===== src/verilog/wdh_consts.vh =====
// constants for the halt-aware watchdog: offsets, fields, reset values and timing
`ifndef WDH_CONSTS_VH
`define WDH_CONSTS_VH

// register indexes; byte address is four times the index
`define WDH_IDX_CONTROL      6'h2a
`define WDH_IDX_STATUS       6'h2b

// watchdog_control fields
`define WDH_CTL_ACT_BIT      7
`define WDH_CTL_TOP_BIT      6
`define WDH_CTL_RESET        8'h7f
`define WDH_CNT_RESET        7'h7f
`define WDH_CNT_ROLL_FROM    7'h40

// status fields
`define WDH_ST_ACTIVE        0
`define WDH_ST_HW_OPTION     1
`define WDH_ST_HALT_STOPPED  2
`define WDH_ST_HALT_CLOCKED  3
`define WDH_ST_RESUME_WAIT   4
`define WDH_ST_RST_PULSE     5
`define WDH_ST_HALT_DEC      6

// timing
`define WDH_CLK_PERIOD_NS    5
`define WDH_PRESCALE_OSC     16384
`define WDH_RST_PULSE_NS     500
`define WDH_RST_PULSE_CYC    ((`WDH_RST_PULSE_NS + `WDH_CLK_PERIOD_NS - 1) / `WDH_CLK_PERIOD_NS)
`define WDH_RESUME_SHORT_CYC 256
`define WDH_RESUME_LONG_CYC  4096
`define WDH_TIMER_W          13

`endif


===== src/verilog/wdh_prescaler.v =====
// free-running tick divider for the watchdog counter
module wdh_prescaler #(
  parameter PRESCALE = 16384
) (
  input  wire clk,
  input  wire rst_n,
  output reg  tick
);
  reg [14:0] div_r;

  // never cleared by software, so the first tick after a refresh may come early
  always @(posedge clk or negedge rst_n) begin
    if (!rst_n) begin
      div_r <= 15'h0000;
      tick  <= 1'b0;
    end else if (div_r == PRESCALE[14:0] - 15'h0001) begin
      div_r <= 15'h0000;
      tick  <= 1'b1;
    end else begin
      div_r <= div_r + 15'h0001;
      tick  <= 1'b0;
    end
  end
endmodule // wdh_prescaler


===== src/verilog/wdh_span_timer.v =====
// one-shot down counter: busy for a loaded number of cycles, then a done pulse
`include "wdh_consts.vh"

module wdh_span_timer (
  input  wire                    clk,
  input  wire                    rst_n,
  input  wire                    start,
  input  wire [`WDH_TIMER_W-1:0] span,
  output wire                    busy,
  output reg                     done
);
  reg [`WDH_TIMER_W-1:0] left_r;

  assign busy = (left_r != {`WDH_TIMER_W{1'b0}});

  always @(posedge clk or negedge rst_n) begin
    if (!rst_n) begin
      left_r <= {`WDH_TIMER_W{1'b0}};
      done   <= 1'b0;
    end else if (start && !busy) begin
      left_r <= span;
      done   <= 1'b0;
    end else if (busy) begin
      left_r <= left_r - {{(`WDH_TIMER_W-1){1'b0}}, 1'b1};
      done   <= (left_r == {{(`WDH_TIMER_W-1){1'b0}}, 1'b1});
    end else begin
      done   <= 1'b0;
    end
  end
endmodule // wdh_span_timer


===== src/verilog/wdh_watchdog.v =====
// halt-aware watchdog timer with a classic wishbone register slave
`include "wdh_consts.vh"

module wdh_watchdog #(
  parameter PRESCALE = `WDH_PRESCALE_OSC
) (
  input  wire        CORE_CLK,
  input  wire        NRST,
  // classic wishbone slave
  input  wire        WB_CYC_I,
  input  wire        WB_STB_I,
  input  wire        WB_WE_I,
  input  wire [7:0]  WB_ADR_I,
  input  wire [3:0]  WB_SEL_I,
  input  wire [31:0] WB_DAT_I,
  output reg  [31:0] WB_DAT_O,
  output reg         WB_ACK_O,
  // core and system signals
  input  wire        HALT_EXEC,
  input  wire        EXT_IRQ_WAKE,
  input  wire        OSC_IRQ_WAKE,
  input  wire        TIMEBASE_IRQ_ENABLE,
  input  wire        HALT_RESET_OPTION,
  input  wire        HW_WATCHDOG_OPTION,
  input  wire        RESUME_DELAY_LONG,
  output wire        RESET_PIN_N,
  output wire        WDG_COUNTING
);

  localparam [2:0] ST_RUN        = 3'h0;
  localparam [2:0] ST_HALT_DEC   = 3'h1;
  localparam [2:0] ST_HALT_STOP  = 3'h2;
  localparam [2:0] ST_HALT_CLK   = 3'h3;
  localparam [2:0] ST_RESUME     = 3'h4;

  // the timing macros are plain integers; keep the low timer bits on purpose
  localparam [31:0] RESUME_SHORT_W = `WDH_RESUME_SHORT_CYC;
  localparam [31:0] RESUME_LONG_W  = `WDH_RESUME_LONG_CYC;
  localparam [31:0] RST_PULSE_W    = `WDH_RST_PULSE_CYC;

  localparam [`WDH_TIMER_W-1:0] RESUME_SHORT = RESUME_SHORT_W[`WDH_TIMER_W-1:0];
  localparam [`WDH_TIMER_W-1:0] RESUME_LONG  = RESUME_LONG_W[`WDH_TIMER_W-1:0];
  localparam [`WDH_TIMER_W-1:0] RST_PULSE    = RST_PULSE_W[`WDH_TIMER_W-1:0];

  // register index decode, used by both the read mux and the write path
  function is_index;
    input [7:0] adr;
    input [5:0] idx;
    begin
      is_index = (adr[7:2] == idx) && (adr[1:0] == 2'b00);
    end
  endfunction

  function [`WDH_TIMER_W-1:0] resume_span;
    input long_sel;
    begin
      resume_span = long_sel ? RESUME_LONG : RESUME_SHORT;
    end
  endfunction

  reg  [2:0]  state_r;
  reg  [2:0]  state_nxt;
  reg  [6:0]  cnt_r;
  reg  [6:0]  cnt_nxt;
  reg         act_r;
  reg         act_nxt;
  reg         hw_opt_r;
  reg         strap_done_r;
  reg         fire;
  reg         resume_start;
  reg         resume_start_boot;
  reg  [31:0] rd_data;

  wire        tick;
  wire        resume_busy;
  wire        resume_done;
  wire        pulse_busy;
  wire        wb_req;
  wire        wb_wr;
  wire        wr_ctl;
  wire        active;
  wire [6:0]  wr_cnt;
  wire        wr_act;
  wire        halt_plain;
  wire        halt_reset;
  wire        halt_clocked;
  wire        wake_any;
  wire        counting;

  // wishbone slave
  assign wb_req = WB_CYC_I && WB_STB_I;
  // write takes effect only at the edge where the master sees ack high
  assign wb_wr  = wb_req && WB_WE_I && WB_ACK_O;
  assign wr_ctl = wb_wr && WB_SEL_I[0] && is_index(WB_ADR_I, `WDH_IDX_CONTROL);
  assign wr_cnt = WB_DAT_I[6:0];
  assign wr_act = WB_DAT_I[`WDH_CTL_ACT_BIT];

  always @* begin
    rd_data = 32'h0000_0000;
    if (is_index(WB_ADR_I, `WDH_IDX_CONTROL)) begin
      rd_data[7:0] = {act_r, cnt_r};
    end else if (is_index(WB_ADR_I, `WDH_IDX_STATUS)) begin
      rd_data[`WDH_ST_ACTIVE]       = active;
      rd_data[`WDH_ST_HW_OPTION]    = hw_opt_r;
      rd_data[`WDH_ST_HALT_STOPPED] = (state_r == ST_HALT_STOP);
      rd_data[`WDH_ST_HALT_CLOCKED] = (state_r == ST_HALT_CLK);
      rd_data[`WDH_ST_RESUME_WAIT]  = (state_r == ST_RESUME);
      rd_data[`WDH_ST_RST_PULSE]    = pulse_busy;
      rd_data[`WDH_ST_HALT_DEC]     = (state_r == ST_HALT_DEC);
    end else begin
      rd_data = 32'h0000_0000;
    end
  end

  // every access, mapped or not, is acked one cycle after the request
  always @(posedge CORE_CLK or negedge NRST) begin
    if (!NRST) begin
      WB_ACK_O <= 1'b0;
      WB_DAT_O <= 32'h0000_0000;
    end else begin
      WB_ACK_O <= wb_req && !WB_ACK_O;
      if (wb_req && !WB_ACK_O && !WB_WE_I) begin
        WB_DAT_O <= rd_data;
      end
    end
  end

  // option strap capture
  // the strap is sampled on the first edge after reset release, not by the reset
  always @(posedge CORE_CLK or negedge NRST) begin
    if (!NRST) begin
      hw_opt_r     <= 1'b0;
      strap_done_r <= 1'b0;
    end else if (!strap_done_r) begin
      hw_opt_r     <= HW_WATCHDOG_OPTION;
      strap_done_r <= 1'b1;
    end
  end

  assign active = act_r || hw_opt_r;

  // sub-blocks
  wdh_prescaler #(
    .PRESCALE (PRESCALE)
  ) u_prescaler (
    .clk   (CORE_CLK),
    .rst_n (NRST),
    .tick  (tick)
  );

  wdh_span_timer u_resume (
    .clk   (CORE_CLK),
    .rst_n (NRST),
    .start (resume_start || resume_start_boot),
    .span  (resume_span(RESUME_DELAY_LONG)),
    .busy  (resume_busy),
    .done  (resume_done)
  );

  // a fire while the pulse is running is absorbed into it
  wdh_span_timer u_rst_pulse (
    .clk   (CORE_CLK),
    .rst_n (NRST),
    .start (fire),
    .span  (RST_PULSE),
    .busy  (pulse_busy),
    .done  ()
  );

  assign RESET_PIN_N  = !pulse_busy;
  // no interrupt output exists; the reset pin is the only action
  assign WDG_COUNTING = counting;

  // halt decoding
  assign halt_clocked = HALT_EXEC && TIMEBASE_IRQ_ENABLE;
  assign halt_reset   = HALT_EXEC && !TIMEBASE_IRQ_ENABLE && HALT_RESET_OPTION;
  assign halt_plain   = HALT_EXEC && !TIMEBASE_IRQ_ENABLE && !HALT_RESET_OPTION;
  assign wake_any     = EXT_IRQ_WAKE || OSC_IRQ_WAKE;

  // slow and wait modes are not inputs: they leave the run state untouched
  assign counting = (state_r == ST_RUN) || (state_r == ST_HALT_DEC);

  // state machine
  always @* begin
    state_nxt    = state_r;
    resume_start = 1'b0;
    case (state_r)
      ST_RUN: begin
        if (halt_clocked) begin
          state_nxt = ST_HALT_CLK;
        end else if (halt_plain) begin
          state_nxt = ST_HALT_DEC;
        end
      end
      ST_HALT_DEC: begin
        if (EXT_IRQ_WAKE) begin
          state_nxt    = ST_RESUME;
          resume_start = 1'b1;
        end else if (tick) begin
          state_nxt = ST_HALT_STOP;
        end
      end
      ST_HALT_STOP: begin
        if (EXT_IRQ_WAKE) begin
          state_nxt    = ST_RESUME;
          resume_start = 1'b1;
        end
      end
      ST_HALT_CLK: begin
        if (wake_any) begin
          state_nxt = ST_RUN;
        end
      end
      ST_RESUME: begin
        if (resume_done) begin
          state_nxt = ST_RUN;
        end
      end
      default: begin
        state_nxt = ST_RUN;
      end
    endcase
  end

  // after any reset release the counter waits out the resume delay first
  always @(posedge CORE_CLK or negedge NRST) begin
    if (!NRST) begin
      state_r <= ST_RESUME;
    end else if (!strap_done_r) begin
      state_r <= ST_RESUME;
    end else begin
      state_r <= state_nxt;
    end
  end

  // the delay after reset is started on the strap edge itself, the first edge after reset release
  reg boot_start_r;
  always @(posedge CORE_CLK or negedge NRST) begin
    if (!NRST) begin
      boot_start_r <= 1'b1;
    end else begin
      boot_start_r <= 1'b0;
    end
  end

  // counter and activation
  always @* begin
    cnt_nxt = cnt_r;
    act_nxt = act_r;
    fire    = 1'b0;
    if (counting && tick) begin
      cnt_nxt = cnt_r - 7'h01;
      // the single decrement in plain halt may not fire
      if (state_r == ST_RUN && active && cnt_r == `WDH_CNT_ROLL_FROM) begin
        fire = 1'b1;
      end
    end
    if (wr_ctl) begin
      cnt_nxt = wr_cnt;
      act_nxt = act_r || wr_act;
      fire    = 1'b0;
      if ((act_r || wr_act || hw_opt_r) && !wr_cnt[`WDH_CTL_TOP_BIT]) begin
        fire = 1'b1;
      end
    end
    if (halt_reset && state_r == ST_RUN) begin
      fire = 1'b1;
    end
  end

  // reset alone clears activation, returning the disabled state after reset; halt leaves it set
  always @(posedge CORE_CLK or negedge NRST) begin
    if (!NRST) begin
      cnt_r <= `WDH_CNT_RESET;
      act_r <= 1'b0;
    end else begin
      cnt_r <= cnt_nxt;
      act_r <= act_nxt;
    end
  end

  // hook the post-reset delay into the resume timer through the start port
  wire boot_kick;
  assign boot_kick = boot_start_r;

  always @* begin
    if (boot_kick) begin
      resume_start_boot = 1'b1;
    end else begin
      resume_start_boot = 1'b0;
    end
  end

endmodule // wdh_watchdog

===== config.mk =====
export PLATFORM = sky130hd
export DESIGN_NAME = wdh_watchdog
export DESIGN_NICKNAME = d
export VERILOG_FILES = /design/src/verilog/wdh_prescaler.v /design/src/verilog/wdh_span_timer.v /design/src/verilog/wdh_watchdog.v
export VERILOG_INCLUDE_DIRS = /design/src /design/src/verilog
export SDC_FILE = /design/constraint.sdc
export NUM_CORES = 1
export LEC_CHECK = 0
export BUFFER_PORTS_ARGS = -buffer_cell sky130_fd_sc_hd__buf_4
export CORE_MARGIN = 5
export CORE_UTILIZATION = 25
export CTS_BUF_LIST = sky130_fd_sc_hd__clkbuf_8
export DETAILED_ROUTE_END_ITERATION = 10
export GPL_TIMING_DRIVEN = 1
export PLACE_DENSITY = 0.55
export SYNTH_ARGS = -nofsm -noshare
export SYNTH_HDL_FRONTEND = slang
export SYNTH_SLANG_ARGS = --single-unit

===== constraint.sdc =====
create_clock -name CORE_CLK -period 2.7 [get_ports CORE_CLK]
set_clock_uncertainty 0.05 [all_clocks]
set_input_delay 0.405 -clock CORE_CLK [delete_from_list [all_inputs] [get_ports CORE_CLK]]
set_output_delay 0.405 -clock CORE_CLK [all_outputs]
set_load 0.01 [all_outputs]

==> impl_results.md <==
- Post-synth top flop: dfrtp_1
- Max Slew Vio Count: 0
- Slowest stage delay, CP: 0.56 ns
- Mapped Area: 3522 µm²
- Core area: 13830 µm²
- Final GP Congestion: 0.7947
- Part of the cycle the worst path needs: 91.43%
- Initial antenna violation count: 0
- Area grow syn2layout: 17.69%
- Setup violators final: 0
- Post-layout util: 29.98%
- First-pass GRT wire length: 12900 µm
- Final net count: 454
- R2r worst-path depth: 6
- Clock Power Share: 34.9%
- Status: finished clean
- Die ar.: 16560 µm²
- Final Power: 2.431 mW
- Sw frac: 27.94%
- DRT Pass-1 Iters: 4
- Highest ir drop seen on vdd: 0.2339 mV
- Detailed Place HPWL: 5530 µm
- CP Cell Sequence: nor4_1 -> and4_2 -> buf_4
- F_max: 405.1 MHz
- WL/cell: 13.13 µm
- Layout fillers: 1450
- Wirelength, routed: 7575 µm
- Clk sink count: 66
- Static leakage: 1.809 nW
- Sequential area share after synthesis: 47.21%
- Drc violations: 0
- Synth Area per Inst: 10.18 µm²
- Die Span Y: 128.7 µm
- Share of layout cells above drive strength 1: 20.91%
- Vias after detailed routing: 2662
- Number of core rows: 43
- Post-synth EDFFs: 0
- Largest net degree at the start of global routing: 67
- Critical Path RT: 2.25 ns
- #FFs+latches synth: 66
- Die Span X: 128.7 µm
- Worst-path maximum fanout: 12
- Min Tclk post-route: 2.468 ns
- Reg power frac: 49.3%
- Pint: 1.752 mW
- Slowest cell on the critical path: nor4_1
- Final TNS setup: 0 ns
- Clock transition at the registers of the reported paths: 0.07 ns
- Antenna Nets Post-Route: 0
- Max-slew headroom: 43.32%
- Min-delay worst type: in2async
- Worst reg2reg endpoint: u_resume.left_r[1]$_DFFE_PN0P_
- Multi-input gate area in the final layout: 1685 µm²
- Sw power: 679.1 µW
- Ys async rst share: 100.0%
- Crit Path Category: reg2out
- CP arrival: 2.01 ns
- Number of max-cap violations: 0
- Flop2flop setup slack: 0.42 ns
- Post-synthesis cell count: 346
- # diodes: 0
- # IOs: 91
- PortBufs: 39
- Register area: 1663 µm²
- Critical R2R Launch: u_resume.left_r[1]$_DFFE_PN0P_
- Pwr dens: 586.4 nW/µm²
- Yosys cell types: 57
- Placed cell count: 561
- Inserted Clock Buffers: 9
- RSZ-0062 raised after global routing: false
- Clk buf depth: 2
- Post-CTS Hold Buffers: 0
- Final hold violation count: 0
- Crit end category: primary output
- Root buffer cell: clkbuf_8
- Detailed-route vias per instance: 4.614
- Starting Density: 25.47%
- Final worst slack: 0.2315 ns
- GRT Total Usage: 9.583%
- Worst-Skew Late Latency: 0.34 ns
- Dpl ws: 0.4307 ns
- Yosys warning count: 0
- Vias in the first global route: 2662
- Worst path bufs/invs: 1
- Worst setup SP type: register
- GRT overflow: 0
- Final Instance Count excl. Fillers: 577
- Initial DRC Count: 149
- H-Tree Depth: 3
- CTS tree: yes
- Top delay family on crit path: simple AND/OR/NAND/NOR gates
- Pin slew with the least headroom to its limit: 0.8424 ns
- Combinational share of power: 15.8%
[power by group through the flow]
stage	Clock (mW)	Combinational (mW)	Sequential (mW)
floorplan	0	0.292	1.19
global placement	0	0.373	1.21
detailed placement	0	0.384	1.22
CTS	0.887	0.388	1.20
global route	0.921	0.438	1.22
finish	0.848	0.384	1.20
[layer usage]
layer / global-route usage, % / wire [µm] / up-vias
li1: - / - / 1272
met1: 12.60 / 3389 / 1308
met2: 15.09 / 3572 / 72
met3: 3.155 / 511 / 10
met4: 2.779 / 101 / 0
met5: 0 / 0 / -
[state kept, by name (all words and copies together) (netlist names), 3 cells and up]
| signal | cells |
|---|---|
| u_prescaler.div_r | 15 |
| u_rst_pulse.left_r | 13 |
| u_resume.left_r | 13 |
| state_r | 3 |
| WB_DAT_O | 8 |
| cnt_r | 7 |
[cell families after synthesis]
kind of cell	Yosys count	synth area share [%]
multiplexers	9	2.735
adder cells (fa/ha/maj)	6	2.131
AND/OR/NAND/NOR	132	21.95
AO/OA/AOI/OAI	51	9.521
flip-flops	66	47.21
XOR/XNOR	35	8.703
buffers and inverters	45	7.531
other	2	0.2132
[through the flow]
step           hold slack, ns  area (µm²)
2_1_floorplan         0.05941        3612
3_3_place_gp           0.4127        3940
3_5_place_dp           0.4138        3940
4_1_cts                0.1446        4144
5_1_grt                0.2006        4145
6_report               0.1077        4145
[repair_timing]
item / 4_1_cts / 5_1_grt
setup endpoints to repair: 0 / 1
gates resized for setup: 0 / 1
setup buffers: 0 / 0
[Yosys cell counts, drive strengths merged (4+ instances only)]
library cell  instances  share of area [%]
nand2                24                2.6
buf                  27                5.6
and3                  4               0.71
nor2                 22                2.3
o21ai                19                2.7
dfstp                 9                6.7
or4                   4                1.1
xor2                 13                3.2
nand4                 6                1.1
ha                    6                2.1
o31ai                 5                1.1
mux2i                 4                1.1
nor4                 13                3.3
mux2                  5                1.6
nor3                 15                2.3
inv                  14                1.5
clkbuf                4               0.43
xnor2                22                5.5
dfrtp                57                 40
nand3                16                2.3
a22oi                 5                1.1
[cell usage in the layout (no fill, tap or decap), types with 3 or more instances in the layout]
master    instances
mux2i_1           4
buf_4            42
inv_1            14
clkinv_2          3
o21ai_0          19
mux2_2            4
conb_1           26
xnor2_1          22
a21oi_1           3
nor3_1           14
nor2_1           22
o31ai_1           5
nor4_1           10
a22oi_1           5
nor2b_1           3
nand4_1           6
dfstp_2           9
nand3_1          16
nand2b_1          3
nand4b_1          3
clkbuf_8         11
and3_1            4
o22ai_1           3
ha_1              6
dfrtp_1          57
nand2_1          24
xor2_1           13
[worst max path at each step]
stage                                            startpoint                           endpoint  cells after the start
final                     u_rst_pulse.left_r[8]$_DFFE_PN0P_                        RESET_PIN_N                      3
after global routing      u_rst_pulse.left_r[8]$_DFFE_PN0P_                        RESET_PIN_N                      3
after CTS                 u_rst_pulse.left_r[8]$_DFFE_PN0P_                        RESET_PIN_N                      3
after detailed placement     u_resume.left_r[0]$_DFFE_PN0P_     u_resume.left_r[1]$_DFFE_PN0P_                      6
after global placement       u_resume.left_r[0]$_DFFE_PN0P_     u_resume.left_r[1]$_DFFE_PN0P_                      6
after floorplan                                 WB_ADR_I[6]  u_rst_pulse.left_r[2]$_DFFE_PN0P_                      4
[cell type report]
type                       count  area share, %
sequential                    66          40.11
timing repair buffer          42          7.606
inverter                      14          1.268
multi-input combinational    259          40.66
clock buffer                  11          3.652
tap                          180          5.433
clock inverter                 5          1.268
[worst reg2reg max path, delay by kind of cell (launching register included)]
family	cells	cell delay, ns
buffers and inverters	1	0.11
AND/OR/NAND/NOR	3	1.15
multiplexers	1	0.23
adder cells (fa/ha/maj)	1	0.21
flip-flops	1	0.45
(Power assumes the default switching activity.)
